===== src/design/dtu_pkg.sv =====
// Constants, register map and field layout of the dual timer unit.
// Assumes a 32-bit APB master and byte addresses on paddr.
package dtu_pkg;

    // ----------------------------------------
    // Register map (byte addresses)
    // ----------------------------------------
    localparam int          ADDR_W      = 8;
    localparam logic [7:0]  OFF_CSR0    = 8'h00;
    localparam logic [7:0]  OFF_LOAD0   = 8'h04;
    localparam logic [7:0]  OFF_COUNT0  = 8'h08;
    localparam logic [7:0]  OFF_CSR1    = 8'h10;
    localparam logic [7:0]  OFF_LOAD1   = 8'h14;
    localparam logic [7:0]  OFF_COUNT1  = 8'h18;

    // ----------------------------------------
    // Control/status fields
    // ----------------------------------------
    localparam int          BIT_MODE    = 0;
    localparam int          BIT_DIR     = 1;
    localparam int          BIT_GEN     = 2;
    localparam int          BIT_CAPT    = 3;
    localparam int          BIT_RELOAD  = 4;
    localparam int          BIT_LOAD    = 5;
    localparam int          BIT_IRQEN   = 6;
    localparam int          BIT_ENABLE  = 7;
    localparam int          BIT_FLAG    = 8;
    localparam int          BIT_PWM     = 9;
    localparam int          BIT_ENALL   = 10;

    // ----------------------------------------
    // Reset values and timing
    // ----------------------------------------
    localparam logic [31:0] LOAD_RESET  = 32'h0000_0000;
    localparam logic [31:0] COUNT_RESET = 32'h0000_0000;
    localparam int          NUM_CH      = 2;
    localparam int          ROLL_EXTRA  = 2;

    typedef struct packed {
        logic pwm_en;
        logic enable;
        logic irq_en;
        logic load;
        logic reload;
        logic capt_en;
        logic gen_en;
        logic dir;
        logic mode;
    } dtu_ctrl_s;

    localparam dtu_ctrl_s   CTRL_RESET  = '0;

endpackage


===== src/design/dtu_dual_timer.sv =====
// Dual timer/counter with capture, pulse generation and paired PWM output.
// Assumes APB master on pclk; capture and freeze inputs synchronous to pclk.
`timescale 1ns/1ps

module dtu_dual_timer
    import dtu_pkg::*;
#(
    parameter int         CNT_W     = 32,
    parameter logic [1:0] PULSE_POL = 2'h3,
    parameter logic [1:0] CAPT_POL  = 2'h3
) (
    input  wire logic              pclk,
    input  wire logic              presetn,
    input  wire logic              psel,
    input  wire logic              penable,
    input  wire logic              pwrite,
    input  wire logic [ADDR_W-1:0] paddr,
    input  wire logic [31:0]       pwdata,
    output logic      [31:0]       prdata,
    output logic                   pready,
    output logic                   pslverr,
    input  wire logic              freeze,
    input  wire logic [1:0]        capture_in,
    output logic      [1:0]        interval_pulse_out,
    output logic                   pwm_output,
    output logic                   irq_out
);

    // ----------------------------------------
    // Declarations
    // ----------------------------------------
    localparam logic [CNT_W-1:0] CNT_ONES = '1;
    localparam logic [CNT_W-1:0] CNT_ZERO = '0;

    dtu_ctrl_s [NUM_CH-1:0]  ctrl_r;
    logic [NUM_CH-1:0]       flag_r;
    logic                    enall_r;
    logic [CNT_W-1:0]        cnt_r   [NUM_CH];
    logic [CNT_W-1:0]        load_r  [NUM_CH];
    logic [NUM_CH-1:0]       done_r;
    logic [NUM_CH-1:0]       full_r;
    logic [NUM_CH-1:0]       cap_s_r;
    logic [NUM_CH-1:0]       cap_p_r;
    logic [NUM_CH-1:0]       pulse_r;
    logic [NUM_CH-1:0]       irq_r;
    logic                    pwm_r;
    logic [31:0]             prdata_r;

    logic [NUM_CH-1:0]       run;
    logic [NUM_CH-1:0]       roll;
    logic [NUM_CH-1:0]       cap_ev;
    logic [NUM_CH-1:0]       ev_nxt;
    logic [NUM_CH-1:0]       capt_wr;
    logic                    pwm_on;
    logic                    wr_acc;
    logic                    rd_acc;
    logic                    rd_setup;
    logic                    ch_sel;
    logic [1:0]              reg_sel;
    logic                    mapped;

    // ----------------------------------------
    // Address decode
    // ----------------------------------------
    function automatic logic addr_ok(input logic [ADDR_W-1:0] a);
        return (a[ADDR_W-1:5] == '0) && (a[1:0] == 2'h0) && (a[3:2] != 2'h3);
    endfunction

    function automatic logic [31:0] csr_word(input dtu_ctrl_s c, input logic f,
                                             input logic ea);
        logic [31:0] w;
        w              = 32'h0000_0000;
        w[BIT_MODE]    = c.mode;
        w[BIT_DIR]     = c.dir;
        w[BIT_GEN]     = c.gen_en;
        w[BIT_CAPT]    = c.capt_en;
        w[BIT_RELOAD]  = c.reload;
        w[BIT_LOAD]    = c.load;
        w[BIT_IRQEN]   = c.irq_en;
        w[BIT_ENABLE]  = c.enable;
        w[BIT_FLAG]    = f;
        w[BIT_PWM]     = c.pwm_en;
        w[BIT_ENALL]   = ea;
        return w;
    endfunction

    function automatic logic [31:0] widen(input logic [CNT_W-1:0] v);
        logic [31:0] w;
        w = 32'h0000_0000;
        w[CNT_W-1:0] = v;
        return w;
    endfunction

    function automatic logic chan_hit(input logic [1:0] r, input logic [1:0] want,
                                      input logic c, input logic ch);
        return (r == want) && (c == ch);
    endfunction

    // ----------------------------------------
    // Bus decode
    // ----------------------------------------
    assign ch_sel   = paddr[4];
    assign reg_sel  = paddr[3:2];
    assign mapped   = addr_ok(paddr);

    // ----------------------------------------
    // Access strobes
    // ----------------------------------------
    assign wr_acc   = psel && penable && pwrite && mapped;
    assign rd_acc   = psel && penable && !pwrite && mapped;
    assign rd_setup = psel && !penable && !pwrite;

    // ----------------------------------------
    // Bus handshake
    // ----------------------------------------
    assign pready   = 1'b1;
    assign pslverr  = psel && penable && !mapped;
    assign prdata   = prdata_r;

    // ----------------------------------------
    // Read data, loaded in setup phase
    // ----------------------------------------
    always_ff @(posedge pclk or negedge presetn) begin
        if (!presetn) begin
            prdata_r <= 32'h0000_0000;
        end else if (rd_setup) begin
            if (!mapped) begin
                prdata_r <= 32'h0000_0000;
            end else begin
                unique case (reg_sel)
                    2'h0:    prdata_r <= csr_word(ctrl_r[ch_sel], flag_r[ch_sel], enall_r);
                    2'h1:    prdata_r <= widen(load_r[ch_sel]);
                    default: prdata_r <= widen(cnt_r[ch_sel]);
                endcase
            end
        end
    end

    // ----------------------------------------
    // Enable-all mirror
    // ----------------------------------------
    always_ff @(posedge pclk or negedge presetn) begin
        if (!presetn) begin
            enall_r <= 1'b0;
        end else if (wr_acc && reg_sel == 2'h0) begin
            enall_r <= pwdata[BIT_ENALL];
        end
    end

    // ----------------------------------------
    // PWM pairing
    // ----------------------------------------
    assign pwm_on = ctrl_r[0].pwm_en && ctrl_r[1].pwm_en;

    // ----------------------------------------
    // Channels
    // ----------------------------------------
    for (genvar i = 0; i < NUM_CH; i++) begin : g_ch
        logic csr_wr;
        logic load_wr;
        logic load_rd;
        logic restart;

        // ----------------------------------------
        // Register selects
        // ----------------------------------------
        assign csr_wr  = wr_acc && chan_hit(reg_sel, 2'h0, ch_sel, 1'(i));
        assign load_wr = wr_acc && chan_hit(reg_sel, 2'h1, ch_sel, 1'(i));
        assign load_rd = rd_acc && chan_hit(reg_sel, 2'h1, ch_sel, 1'(i));
        // ----------------------------------------
        // In PWM pairing, channel 1 restarts the cycle after channel 0 rolls
        // ----------------------------------------
        assign restart = (i == 1) && pwm_on && pulse_r[0];

        // ----------------------------------------
        // Counter runs on pclk directly, halted by freeze
        // ----------------------------------------
        assign run[i]  = ctrl_r[i].enable && !freeze && !ctrl_r[i].load
                         && !done_r[i] && !(pulse_r[i] && ctrl_r[i].reload);
        assign roll[i] = run[i] && !ctrl_r[i].mode
                         && (ctrl_r[i].dir ? cnt_r[i] == CNT_ZERO : cnt_r[i] == CNT_ONES);
        assign cap_ev[i] = cap_s_r[i] && !cap_p_r[i] && ctrl_r[i].mode
                           && ctrl_r[i].capt_en && ctrl_r[i].enable;
        assign ev_nxt[i] = roll[i] || cap_ev[i];
        assign capt_wr[i] = cap_ev[i] && (ctrl_r[i].reload || !full_r[i]);

        // ----------------------------------------
        // Control bits
        // ----------------------------------------
        always_ff @(posedge pclk or negedge presetn) begin
            if (!presetn) begin
                ctrl_r[i] <= CTRL_RESET;
            end else if (csr_wr) begin
                ctrl_r[i].mode    <= pwdata[BIT_MODE];
                ctrl_r[i].dir     <= pwdata[BIT_DIR];
                ctrl_r[i].gen_en  <= pwdata[BIT_GEN];
                ctrl_r[i].capt_en <= pwdata[BIT_CAPT];
                ctrl_r[i].reload  <= pwdata[BIT_RELOAD];
                ctrl_r[i].load    <= pwdata[BIT_LOAD];
                ctrl_r[i].irq_en  <= pwdata[BIT_IRQEN];
                ctrl_r[i].enable  <= pwdata[BIT_ENABLE] || pwdata[BIT_ENALL];
                ctrl_r[i].pwm_en  <= pwdata[BIT_PWM];
            end else if (wr_acc && reg_sel == 2'h0 && pwdata[BIT_ENALL]) begin
                ctrl_r[i].enable  <= 1'b1;
            end
        end

        // ----------------------------------------
        // Event flag, set beats clear
        // ----------------------------------------
        always_ff @(posedge pclk or negedge presetn) begin
            if (!presetn) begin
                flag_r[i] <= 1'b0;
            end else if (ev_nxt[i]) begin
                flag_r[i] <= 1'b1;
            end else if (csr_wr && pwdata[BIT_FLAG]) begin
                flag_r[i] <= 1'b0;
            end
        end

        // ----------------------------------------
        // Counter
        // ----------------------------------------
        always_ff @(posedge pclk or negedge presetn) begin
            if (!presetn) begin
                cnt_r[i] <= COUNT_RESET[CNT_W-1:0];
            end else if (ctrl_r[i].load) begin
                cnt_r[i] <= load_r[i];
            end else if (restart) begin
                cnt_r[i] <= load_r[i];
            end else if (pulse_r[i] && ctrl_r[i].reload && !ctrl_r[i].mode) begin
                cnt_r[i] <= load_r[i];
            end else if (run[i]) begin
                cnt_r[i] <= ctrl_r[i].dir ? cnt_r[i] - 1'b1 : cnt_r[i] + 1'b1;
            end
        end

        // ----------------------------------------
        // Hold after rollover without reload
        // ----------------------------------------
        always_ff @(posedge pclk or negedge presetn) begin
            if (!presetn) begin
                done_r[i] <= 1'b0;
            end else if (ctrl_r[i].load || restart || ctrl_r[i].mode) begin
                done_r[i] <= 1'b0;
            end else if (roll[i] && !ctrl_r[i].reload) begin
                done_r[i] <= 1'b1;
            end
        end

        // ----------------------------------------
        // Load register: bus write or capture
        // ----------------------------------------
        always_ff @(posedge pclk or negedge presetn) begin
            if (!presetn) begin
                load_r[i] <= LOAD_RESET[CNT_W-1:0];
            end else if (capt_wr[i]) begin
                load_r[i] <= cnt_r[i];
            end else if (load_wr) begin
                load_r[i] <= pwdata[CNT_W-1:0];
            end
        end

        // ----------------------------------------
        // Captured value not yet read
        // ----------------------------------------
        always_ff @(posedge pclk or negedge presetn) begin
            if (!presetn) begin
                full_r[i] <= 1'b0;
            end else if (capt_wr[i]) begin
                full_r[i] <= 1'b1;
            end else if (load_rd || !ctrl_r[i].mode) begin
                full_r[i] <= 1'b0;
            end
        end

        // ----------------------------------------
        // Capture input sampling, normalised to active high
        // ----------------------------------------
        always_ff @(posedge pclk or negedge presetn) begin
            if (!presetn) begin
                cap_s_r[i] <= 1'b0;
            end else begin
                cap_s_r[i] <= capture_in[i] ~^ CAPT_POL[i];
            end
        end

        // ----------------------------------------
        // Previous sample for edge detection
        // ----------------------------------------
        always_ff @(posedge pclk or negedge presetn) begin
            if (!presetn) begin
                cap_p_r[i] <= 1'b0;
            end else begin
                cap_p_r[i] <= cap_s_r[i];
            end
        end

        // ----------------------------------------
        // Rollover pulse
        // ----------------------------------------
        always_ff @(posedge pclk or negedge presetn) begin
            if (!presetn) begin
                pulse_r[i] <= 1'b0;
            end else begin
                pulse_r[i] <= roll[i];
            end
        end

        // ----------------------------------------
        // Channel interrupt
        // ----------------------------------------
        always_ff @(posedge pclk or negedge presetn) begin
            if (!presetn) begin
                irq_r[i] <= 1'b0;
            end else begin
                irq_r[i] <= ev_nxt[i] && ctrl_r[i].irq_en;
            end
        end

        // ----------------------------------------
        // Gated and polarised pulse output
        // ----------------------------------------
        always_ff @(posedge pclk or negedge presetn) begin
            if (!presetn) begin
                interval_pulse_out[i] <= !PULSE_POL[i];
            end else begin
                interval_pulse_out[i] <= (roll[i] && ctrl_r[i].gen_en) ~^ PULSE_POL[i];
            end
        end
    end

    // ----------------------------------------
    // PWM output, set by channel 0 and cleared by channel 1 rollover
    // ----------------------------------------
    always_ff @(posedge pclk or negedge presetn) begin
        if (!presetn) begin
            pwm_r <= 1'b0;
        end else if (!pwm_on) begin
            pwm_r <= 1'b0;
        end else if (roll[0] && ctrl_r[0].gen_en) begin
            pwm_r <= 1'b1;
        end else if (roll[1] && ctrl_r[1].gen_en) begin
            pwm_r <= 1'b0;
        end
    end

    assign pwm_output = pwm_r;

    // ----------------------------------------
    // Interrupt merge
    // ----------------------------------------
    assign irq_out    = |irq_r;

endmodule


===== config.mk =====
export PLATFORM = sky130hd
export DESIGN_NAME = dtu_dual_timer
export DESIGN_NICKNAME = d
export VERILOG_FILES = /design/src/design/dtu_pkg.sv /design/src/design/dtu_dual_timer.sv
export SDC_FILE = /design/constraint.sdc
export NUM_CORES = 1
export LEC_CHECK = 0
export BUFFER_PORTS_ARGS = -buffer_cell sky130_fd_sc_hd__clkbuf_2
export CAP_MARGIN = 20
export CORE_ASPECT_RATIO = 1.1
export CORE_MARGIN = 2
export CORE_UTILIZATION = 30
export CTS_CLUSTER_DIAMETER = 60
export DETAILED_ROUTE_END_ITERATION = 8
export HOLD_SLACK_MARGIN = 0.08
export SYNTH_ARGS = -nofsm -noshare
export SYNTH_HDL_FRONTEND = slang
export SYNTH_SLANG_ARGS = --single-unit

===== constraint.sdc =====
create_clock -name pclk -period 5.9 [get_ports pclk]
set_clock_uncertainty 0.2 [all_clocks]
set_input_delay 0.59 -clock pclk [delete_from_list [all_inputs] [get_ports pclk]]
set_output_delay 0.59 -clock pclk [all_outputs]
set_load 0.03 [all_outputs]

== Word-level counts from Yosys, hierarchy flattened ==
Index checks and enable logic that the tools add are counted.

* Equality and inequality tests: 5
* Divide/modulo/power cells: 0
* Bitwise operators: 2
* Muxes and demuxes: 45
* Add/sub/neg operators: 4
* Multiply operators: 0
* Shifts and indexed selects: 0
* Reduce and logical (&&, ||, !) cells: 104
* Order comparisons: 2

{| class="wikitable"
|+ Operators by type and width
! operator !! number
|-
| two-way mux 32 bit || 20
|-
| adder 32 x 1 -> 32 bit, second input constant || 2
|-
| equality test 32 bit, second input constant || 2
|-
| zero test 32 bit || 2
|-
| one-hot mux 32 bit (2 select lines) || 1
|-
| subtractor 32 x 1 -> 32 bit, second input constant || 2
|-
| logical AND 1 bit || 58
|-
| two-way mux 1 bit || 22
|-
| nonzero test 2 bit || 10
|-
| zero test 1 bit || 18
|-
| two-way mux 9 bit || 2
|-
| logical OR 1 bit || 10
|-
| zero test 2 bit || 2
|-
| nonzero test 4 bit || 1
|-
| zero test 3 bit || 1
|-
| inequality test 3 x 1 -> 1 bit, second input constant || 1
|-
| nonzero test 3 bit || 1
|-
| equality test 2 x 1 -> 1 bit, second input constant || 1
|-
| greater-or-equal comparator 2 bit, second input constant || 1
|-
| less-than comparator 1 x 2 -> 1 bit, second input constant || 1
|-
| inequality test 2 bit, second input constant || 1
|-
| inverter 1 -> 2 bit || 1
|-
| OR reduction 2 bit || 1
|-
| inverter 1 bit || 1
|}

* Output and inout bits: 38
* Word-level logic and storage cells: 203
* Input bits: 48
* Register bits: 196
* Memories kept: 0
* Bits in writable memories: 0
* ROM bits: 0
* Bits in latches: 0

== Logic depth before layout (Yosys ltp) ==
Gate-level depths: netlist of run 1.

* Word-level depth: 11
* Depth in mapped cells: 12
* Gate-level depth less buffers: 11

== Worst setup path before layout of run 1 ==
Ideal clock, no wire load.

* Kind: reg-to-reg
* Start: register ctrl_r[1] (netlist bit)
* End: register cnt_r[63] (netlist bit)
* Cell stages (with the launch flop): 11
* Slack: 2289 ps
* Setup time: 134 ps
* Path buffers: 0
* Data arrival time: 3277 ps
* Data required time: 5566 ps
* Period minus slack after synthesis: 3611 ps
* Cell sequence: dfrtp_1 -> ha_1 -> nand2_1 -> or4b_2 -> nand2_1 -> nand3_2 -> a41o_1 -> a221oi_2 -> mux2_1 -> nand3_1 -> o211ai_2

* Longest elaborated chain between the ends: 4

{| class="wikitable"
|+ Ends and longest elaborated chain
! item !! RTL line !! source
|-
| start, declared || dtu_dual_timer.sv:35 || <nowiki>dtu_ctrl_s [NUM_CH-1:0] ctrl_r;</nowiki>
|-
| two-way mux 32 bit || dtu_dual_timer.sv:234 || <nowiki>cnt_r[i] <= ctrl_r[i].dir ? cnt_r[i] - 1'b1 : cnt_r[i] + 1'b1;</nowiki>
|-
| two-way mux 32 bit || dtu_dual_timer.sv:233 || <nowiki>end else if (run[i]) begin</nowiki>
|-
| two-way mux 32 bit || dtu_dual_timer.sv:231 || <nowiki>end else if (pulse_r[i] && ctrl_r[i].reload && !ctrl_r[i].mode) begin</nowiki>
|-
| two-way mux 32 bit || dtu_dual_timer.sv:227 || <nowiki>end else if (ctrl_r[i].load) begin</nowiki>
|-
| end signal, assigned by index || dtu_dual_timer.sv:228 || <nowiki>cnt_r[i] <= load_r[i];</nowiki>
|-
| end signal, assigned by index || dtu_dual_timer.sv:232 || <nowiki>cnt_r[i] <= load_r[i];</nowiki>
|-
| end signal, assigned by index || dtu_dual_timer.sv:234 ||
|-
| end, declared || dtu_dual_timer.sv:38 || <nowiki>logic [CNT_W-1:0] cnt_r [NUM_CH];</nowiki>
|}

No other way between the ends. The select of a mux whose other input is x is not followed.
A chain may end at the register's enable or synchronous reset.

== Worst setup path in the final report of run 1 ==
* Start: register ctrl_r[10] (netlist bit)
* End: register cnt_r[30] (netlist bit)

* Longest elaborated chain between the ends: 5

{| class="wikitable"
|+ Ends and longest elaborated chain
! item !! RTL line !! source
|-
| two-way mux 32 bit || dtu_dual_timer.sv:234 ||
|-
| two-way mux 32 bit || dtu_dual_timer.sv:233 ||
|-
| two-way mux 32 bit || dtu_dual_timer.sv:231 ||
|-
| two-way mux 32 bit || dtu_dual_timer.sv:229 || <nowiki>end else if (restart) begin</nowiki>
|-
| two-way mux 32 bit || dtu_dual_timer.sv:227 ||
|-
| end signal, assigned by index || dtu_dual_timer.sv:228 ||
|-
| end signal, assigned by index || dtu_dual_timer.sv:230 || <nowiki>cnt_r[i] <= load_r[i];</nowiki>
|-
| end signal, assigned by index || dtu_dual_timer.sv:232 ||
|}

No other way between the ends. The select of a mux whose other input is x is not followed.

==> metrics.yaml, run 1 <==
netlist.area_leader.share: 0.384
via_per_inst: 5.41
htreeDepth: 4
critPathCaptureType: "register"
antenna_found_initial: 0
p_leak_nw: 6.39
ctsResizeCount: 0
hold_viol_final: 0
ys_warn_count: 0
grt_pass1_wl_um: 61900
root_buffer: "clkbuf_16"
fin_nets: 1547
ys_seq_area_frac: 0.384
min_path_type: "reg -> reg"
clk_latency_ps: 460
stdcell_area_um2: 14500
clock_sinks: 196
clockBufferDepth: 2
netlist_instances: 1385
cts_made_buffers: 17
relSlewSlack: 0.371
grt_max_degree: 101
synth_edf_count: 0
fp.dieW_um: 201
fillCellCount: 4353
cts_tree: "done"
drv_slew: 0
coreArea_um2: 42100
firstDrtPassIters: 5
fin_crit_sh: 0.670
placed_cell_area_um2: 13800
worstPathArrival_ps: 4080
start_kind: "register"
synth_nets: 1495
fmax_mhz: 253
setup_violations: 0
grt_pass1_vias: 10700
die-area_um2: 44200
initial_core_util: 0.303
utilization: 0.345
die_h_um: 220
crit_fanout: 24
syn2layout_area_growth_pct: 13.7
post_cts_buffers: 0
synth_area_per_cell_um2: 9.21
synth.distinct_cells: 78
worst_pin_slew_ps: 944
track_usage: 0.179
num_antenna_cells: 0
wl_per_cell_um: 19.4
ir_worst_vdd_uv: 203
gp_congestion: 0.900
setup_tns_ps: 0
dp_slack_ps: 1910
num_rows: 79
status: "completed"
grt-ovfl-total: 0
path_clk_slew_ps: 70
dp.final_hpwl_um: 29000
vias: 10900
min_period_ps: 3950
ys_seq_elements: 196
synthesis.area_um2: 12800
drtAntennaViolNets: 0
cap_violations: 0
layout-drive-gt1-share: 0.159
drt_wl_total_um: 39200
synth_top_area_cell: "dfrtp_1"
drc: 0
criticalPathCategory: "reg -> reg"
ys.flop_type: "dfrtp_1"
async_flop_share: 1.00
drt_iter0_drc: 1072
holdWs_ps: 207
numPortBuffers: 84
required_ps: 6020
p_per_area_nw_per_um2: 260
ys_top_cells_by_area: "dfrtp_1 (38%), mux2i_1 (6.6%), ha_1 (5.9%)"
ios: 86
setup_ws_ps: 1950
rsz0062_at_grt: "no"
-- worst paths after layout --
path	start	slack (ps)	cells after the start	end
setup / recovery	ctrl_r[10]$_DFFE_PN0P_	1950	12	cnt_r[30]$_DFFE_PN0P_
min in group asynchronous	presetn	550	2	load_r[38]$_DFFE_PN0P_
hold / removal	cap_s_r[1]$_DFF_PN0_	210	0	cap_p_r[1]$_DFF_PN0_
hold reg to reg	cap_s_r[1]$_DFF_PN0_	210	0	cap_p_r[1]$_DFF_PN0_
setup reg to reg	ctrl_r[10]$_DFFE_PN0P_	1950	12	cnt_r[30]$_DFFE_PN0P_
max in group asynchronous	presetn	3510	3	load_r[22]$_DFFE_PN0P_
-- cell usage in the layout, fill, tap and decap left out, types with 21 or more instances in the layout --
cell,instances
dfrtp_1,196
nand2_1,162
o21ai_0,148
a21oi_1,113
nor2_1,103
mux2i_1,84
clkbuf_2,82
ha_1,60
mux2_2,57
a22oi_1,45
xnor2_1,28
xor2_1,21
-- flip-flops by register name, indices dropped and copies added (netlist names), 18 cells and up --
register	cells
cnt_r	64
load_r	64
prdata	32
ctrl_r	18
-- layout make-up --
| class | instances | area, um^2 | area share |
|---|---|---|---|
| inverter | 18 | 67.6 | 0.00466 |
| clock buffer | 21 | 480 | 0.0331 |
| multi-input combinational | 1099 | 7560 | 0.521 |
| clock inverter | 11 | 150 | 0.0103 |
| timing repair buffer | 105 | 642 | 0.0442 |
| tap | 567 | 709 | 0.0489 |
| sequential | 196 | 4900 | 0.338 |
-- layer usage --
metal | track usage | wire length [um]
met1 | 0.237 | 17900
met2 | 0.301 | 19000
met3 | 0.0230 | 1340
met5 | 0 | 0
met4 | 0.0684 | 1020
-- cell usage after synthesis (4+ instances only) --
| library cell | number |
|---|---|
| nor2b_1 | 13 |
| buf_1 | 7 |
| nand3_1 | 15 |
| a211oi_2 | 4 |
| dfrtp_1 | 196 |
| nor2_1 | 104 |
| mux2i_1 | 84 |
| mux2_2 | 57 |
| o21bai_1 | 8 |
| o21ai_0 | 148 |
| xnor2_1 | 28 |
| or3_1 | 6 |
| a21oi_1 | 113 |
| nand2_1 | 162 |
| o21a_1 | 10 |
| o211ai_1 | 6 |
| mux4_2 | 10 |
| inv_1 | 18 |
| nor3b_1 | 5 |
| a22oi_1 | 45 |
| o21ai_1 | 15 |
| a21o_1 | 19 |
| nand2b_1 | 10 |
| buf_2 | 15 |
| nor3_1 | 11 |
| nand4_1 | 19 |
| xor2_1 | 21 |
| a31oi_1 | 9 |
| a211oi_1 | 13 |
| a21oi_2 | 4 |
| clkbuf_1 | 47 |
| a221o_1 | 6 |
| nor4_1 | 19 |
| and3_1 | 14 |
| ha_1 | 60 |
-- worst max-delay path, cell delays in order, from the launching register on --
cell	delay (ps)
dfrtp_1	570
buf_4	340
fa_1	500
a21oi_2	190
nor3_1	70
a211oi_1	480
a211oi_2	210
o2111ai_1	290
nand2_1	150
a211oi_2	370
a31oi_1	160
xnor2_1	160
o221ai_1	120
-- stage by stage --
stage	power, mW	instances
floorplan	2.23	1385
global placement	2.53	1979
detailed placement	2.55	1979
CTS	3.81	2014
global route	3.97	2017
finish	3.78	2017
-- report_power, final --
group          switching [mW]  internal (mW)
Combinational           0.469          0.364
Sequential              0.245           1.45
Clock                   0.538          0.713
Total                    1.25           2.53
-- kinds of logic (layout without fill, tap and decap cells) --
family	after synthesis	count (layout)	synth area share
AOI/OAI and AO/OA	433	433	0.209
and+or+nand+nor	402	402	0.147
DFF	196	196	0.384
muxes	152	152	0.135
buffers and inverters	90	155	0.0288
adders and majority gates	62	62	0.0620
xor gates and xnor gates	49	49	0.0336
other	1	1	0.000294
-- repair_timing --
action / in CTS / in global routing
hold buffers: 3 / 0
endpoints found under the setup margin: 0 / 0
hold endpoints to repair: 38 / 0
Note: power is estimated with default switching activity, not from simulation.
==> run 2: changes to the inputs <==
Clock period 5.9 ns to 3.8 ns, I/O delays scaled along.
==> run 2 against run 1 <==
Net effect:
- setup slack worse by 1600 ps
- first-iteration DRC count is 12% lower
- flip-flop and latch count unchanged
- hold slack got worse by 93 ps
- clock power is 47% higher
- power rose by 54%
- sequential share of layout area is 0.74 points lower
- critical path depth did not move
- combinational power grew 69%
- final cell count rose by 2.1%
- die area unchanged
- largest power group unchanged
- highest routed layer unchanged
==> metrics.yaml, run 2 (same netlist as run 1, synthesis figures left out) <==
status: "completed"
clockBufferDepth: 2
grt_pass1_vias: 11000
final_common_cell: "dfrtp_1"
drt_iter0_drc: 939
numPortBuffers: 84
fin_crit_sh: 0.902
r2r_setup_slack_ps: 370
worst_pin_slew_ps: 941
crit_fanout: 21
start_kind: "register"
via_per_inst: 5.42
relSlewSlack: 0.373
grt_pass1_wl_um: 63100
drt_wl_total_um: 40600
min_period_ps: 3430
fin_nets: 1589
post-place-cells: 1995
cpPeakStageDelay_ps: 620
ios: 86
htreeDepth: 4
num_antenna_cells: 0
drv_slew: 0
drc: 0
coreArea_um2: 42100
stdcell_count: 2059
cts_tree: "done"
grt-ovfl-total: 0
ir_worst_vdd_uv: 307
hold_viol_final: 0
crit_chain: "buf_4 -> ha_1 -> nand2_1 -> a211oi_1 -> and3_1 -> a21oi_2 -> nand3_2 -> a41o_1 -> a221oi_2 -> mux2_1 -> nand3_1 -> o211ai_2"
cp_slowest_cell: "dfrtp_2"
final_cell_mix: "dfrtp_1 (194), nand2_1 (162), o21ai_0 (148)"
sw_frac_of_total: 0.337
stdcell_area_um2: 14800
root_buffer: "clkbuf_16"
min_path_type: "in -> reg"
path_clk_slew_ps: 70
placed_cell_area_um2: 13900
required_ps: 3930
initial_core_util: 0.303
clock_sinks: 196
track_usage: 0.183
firstDrtPassIters: 5
wl_per_cell_um: 19.7
cts_made_buffers: 17
fp.dieW_um: 201
rsz0062_at_grt: "no"
p_int_mw: 3.85
p_total_mw: 5.82
setup_violations: 0
gp_congestion: 0.871
setup_tns_ps: 0
num_rows: 79
dp.final_hpwl_um: 29400
power.switching_mw: 1.96
antenna_found_initial: 0
die-area_um2: 44200
fmax_mhz: 292
worstPathArrival_ps: 3560
critPathCaptureType: "register"
p_leak_nw: 6.54
die_h_um: 220
p_comb_frac: 0.242
power_frac_seq: 0.443
drtAntennaViolNets: 0
cap_violations: 0
syn2layout_area_growth_pct: 16.3
layout-drive-gt1-share: 0.164
vias: 11200
grt_max_degree: 111
criticalPathCategory: "reg -> reg"
clock_power_share: 0.316
p_per_area_nw_per_um2: 392
clk_latency_ps: 460
## run 2: cell count changes in the layout (fill, tap and decap cells not counted), sizes merged
| cell | change |
|---|---|
| clkbuf | -1 |
| buf | +13 |
| inv | +2 |
| clkinvlp | +1 |
| dlygate4sd3 | +29 |
| clkinv | -1 |
| bufinv | -1 |
## run 2: path summary, 6_finish.rpt
kind | to | from | cells past startpoint
max in group asynchronous | cnt_r[6]$_DFFE_PN0P_ | presetn | 3
worst max-delay path | cnt_r[63]$_DFFE_PN0P_ | ctrl_r[1]$_DFFE_PN0P_ | 12
worst min-delay path | prdata[1]$_DFFE_PN0P_ | paddr[1] | 4
worst max register to register | cnt_r[63]$_DFFE_PN0P_ | ctrl_r[1]$_DFFE_PN0P_ | 12
min in group asynchronous | interval_pulse_out[1]$_DFF_PN0_ | presetn | 2
worst min register to register | cap_p_r[0]$_DFF_PN0_ | cap_s_r[0]$_DFF_PN0_ | 0
## run 2: worst max-delay path: cells and delay by family, from the launching register on
family,cells,cell delay (ps)
muxes,1,350
DFF,1,620
adders and majority gates,1,330
buffers and inverters,1,360
and+or+nand+nor,4,580
AOI/OAI and AO/OA,5,870
## run 2: power by group through the flow
stage               logic (mW)  clock network, mW  registers, mW
global placement          1.35                  0           2.60
CTS                       1.40               1.87           2.57
finish                    1.41               1.84           2.58
global route              1.57               1.93           2.61
detailed placement        1.36                  0           2.61
floorplan                0.983                  0           2.48
## run 2: what timing repair did
item | CTS | global route
endpoints found under the hold margin | 167 | 0
endpoints found under the setup margin | 0 | 4
gates resized for setup | 0 | 3
hold buffers | 32 | 0
setup buffers | 0 | 0
## run 2: routing by layer
layer / global-route usage / vias to the layer above / share of wire
met4: 0.0827 / 0 / 0.036
met1: 0.241 / 5523 / 0.45
met3: 0.0224 / 69 / 0.041
met5: 0 / - / 0
met2: 0.305 / 290 / 0.48
li1: - / 5284 / -
## run 2: area by class of cell
class	count	area, um^2
Multi-Input combinational cell	1099	7560
Tap cell	567	709
Timing Repair Buffer	147	1020
Fill cell	4308	27300
Clock inverter	12	129
Inverter	18	67.6
Clock buffer	20	447
Sequential cell	196	4910
## run 2: metrics by stage
stage | hold slack, ps | util | setup slack, ps
floorplan | -116 | - | 189
finish | 114 | 0.353 | 372
global route | 105 | 0.353 | 106
detailed placement | 180 | 0.331 | 139
CTS | 80.6 | 0.352 | 108
global placement | 179 | 0.331 | 228
==> run 3: changes to the inputs <==
Settings changed: CTS_CLUSTER_DIAMETER 60 to 30, RECOVER_POWER set to 100.
==> run 3 against run 2 <==
Net effect:
- the flow now finishes with violations (capacitance limit, slew limit)
- sequential power is essentially flat
- count of clock-buffer cells in the layout stayed put
- via count is 0.39% higher
- first-iteration DRC count increased by 3.9%
- maximum frequency shrank 1.5%
- die area unchanged
- critical path type unchanged
- largest power group unchanged
==> metrics.yaml, run 3 (same netlist as run 1, synthesis figures left out) <==
p_per_area_nw_per_um2: 395
violations: "capacitance limit, slew limit"
crit_chain: "buf_4 -> ha_1 -> nand2_1 -> a211oi_1 -> and3_1 -> a21oi_2 -> nand3_1 -> a41o_1 -> a221oi_2 -> mux2_1 -> nand3_1 -> o211ai_2"
htreeDepth: 4
grt_pass1_wl_um: 63100
critPathBufInv: 1
cts_made_buffers: 17
setup_violations: 0
gp_congestion: 0.871
setup_ws_ps: 320
cap_violations: 2
cp_slowest_cell: "dfrtp_2"
wl_per_cell_um: 19.7
num_antenna_cells: 0
cts_tree: "done"
antenna_found_initial: 0
critPathTopFamily: "compound AO/OA/AOI/OAI gates"
dp.final_hpwl_um: 29400
multi_input_area_um2: 7520
layout-drive-gt1-share: 0.129
rsz0062_at_grt: "no"
utilization: 0.349
grt-ovfl-total: 0
num_rows: 79
final_common_cell: "dfrtp_1"
vias: 11200
drv_slew: 144
die-area_um2: 44200
p_total_mw: 5.80
relSlewSlack: -0.712
coreArea_um2: 42100
via_per_inst: 5.44
numPortBuffers: 84
drt_wl_total_um: 40500
fp.dieW_um: 201
fmax_mhz: 287
drc: 0
drt_iter0_drc: 976
grt_pass1_vias: 11000
start_kind: "register"
track_usage: 0.183
ir_worst_vdd_uv: 306
min_period_ps: 3480
final_cell_mix: "dfrtp_1 (194), nand2_1 (163), o21ai_0 (158)"
worstPathArrival_ps: 3610
p_leak_nw: 6.37
fin_nets: 1589
critPathCaptureType: "register"
drtAntennaViolNets: 0
clk_latency_ps: 460
crit_fanout: 21
worst_pin_slew_ps: 2570
initial_core_util: 0.303
clock_sinks: 196
fillCellCount: 4344
status: "finished, violations left"
clockBufferDepth: 2
required_ps: 3930
dp_slack_ps: 139
min_path_type: "in -> reg"
holdWs_ps: 121
setup_tns_ps: 0
cpPeakStageDelay_ps: 620
crit_top_cell: "nand3_1"
criticalPathCategory: "reg -> reg"
seq_area_um2: 4910
hold_viol_final: 0
r2r_setup_slack_ps: 320
ios: 86
fin_crit_sh: 0.916
firstDrtPassIters: 7
die_h_um: 220
root_buffer: "clkbuf_16"
syn2layout_area_growth_pct: 15.2
post_cts_buffers: 0
path_clk_slew_ps: 70
grt_max_degree: 111
==> run 3: changes by cell type in the layout (fill, tap and decap cells not counted), sizes merged <==
cell / delta
buf: -9
clkbuf: +9
==> run 3: repair_timing <==
item                                    4_1_cts  5_1_grt
gates resized for setup                       0        3
hold buffers                                 32        0
endpoints found under the setup margin        0        4
hold endpoints to repair                    167        0
==> run 3: metal layers <==
layer	routed length, um	vias up	GRT usage	part of all wire
met5	0	-	0	0
met4	1470	0	0.0827	0.036
met3	1660	68	0.0224	0.041
met2	19500	295	0.305	0.48
met1	17900	5555	0.241	0.44
li1	-	5292	-	-
==> run 3: area by class of cell <==
type,count,share of cell area
repair buffers,147,0.0627
multi-input cells,1099,0.511
clock buffers,20,0.0304
inverters,18,0.00460
clock inverters,12,0.00877
well taps,567,0.0483
flip-flops and latches,196,0.334
==> run 3: worst reg2reg max path, cell delays in order (launching register included) <==
cell and delay, ps:
dfrtp_2 620, buf_4 350, ha_1 330, nand2_1 140, a211oi_1 80, and3_1 210
a21oi_2 160, nand3_1 170, a41o_1 320, a221oi_2 230, mux2_1 350, nand3_1 100
o211ai_2 90
==> run 3: stage by stage <==
| stage | instances | instance area, um^2 |
|---|---|---|
| 2_1_floorplan | 1385 | 12800 |
| 3_3_place_gp | 1995 | 13900 |
| 3_5_place_dp | 1995 | 13900 |
| 4_1_cts | 2059 | 14800 |
| 5_1_grt | 2059 | 14700 |
| 6_report | 2059 | 14700 |
==> run 3: worst paths after layout <==
kind / startpoint / endpoint / cells after the start
min in group asynchronous: presetn / interval_pulse_out[1]$_DFF_PN0_ / 2
worst min register to register: cap_s_r[1]$_DFF_PN0_ / cap_p_r[1]$_DFF_PN0_ / 0
max in group asynchronous: presetn / cnt_r[6]$_DFFE_PN0P_ / 3
worst max register to register: ctrl_r[1]$_DFFE_PN0P_ / cnt_r[63]$_DFFE_PN0P_ / 12
worst max-delay path: ctrl_r[1]$_DFFE_PN0P_ / cnt_r[63]$_DFFE_PN0P_ / 12
worst min-delay path: pwdata[1] / ctrl_r[1]$_DFFE_PN0P_ / 2
==> run 3: where the power goes <==
| group | internal [mW] | switching, mW |
|---|---|---|
| combinational | 0.609 | 0.786 |
| clock | 0.987 | 0.848 |
| sequential | 2.25 | 0.323 |
| total | 3.85 | 1.96 |
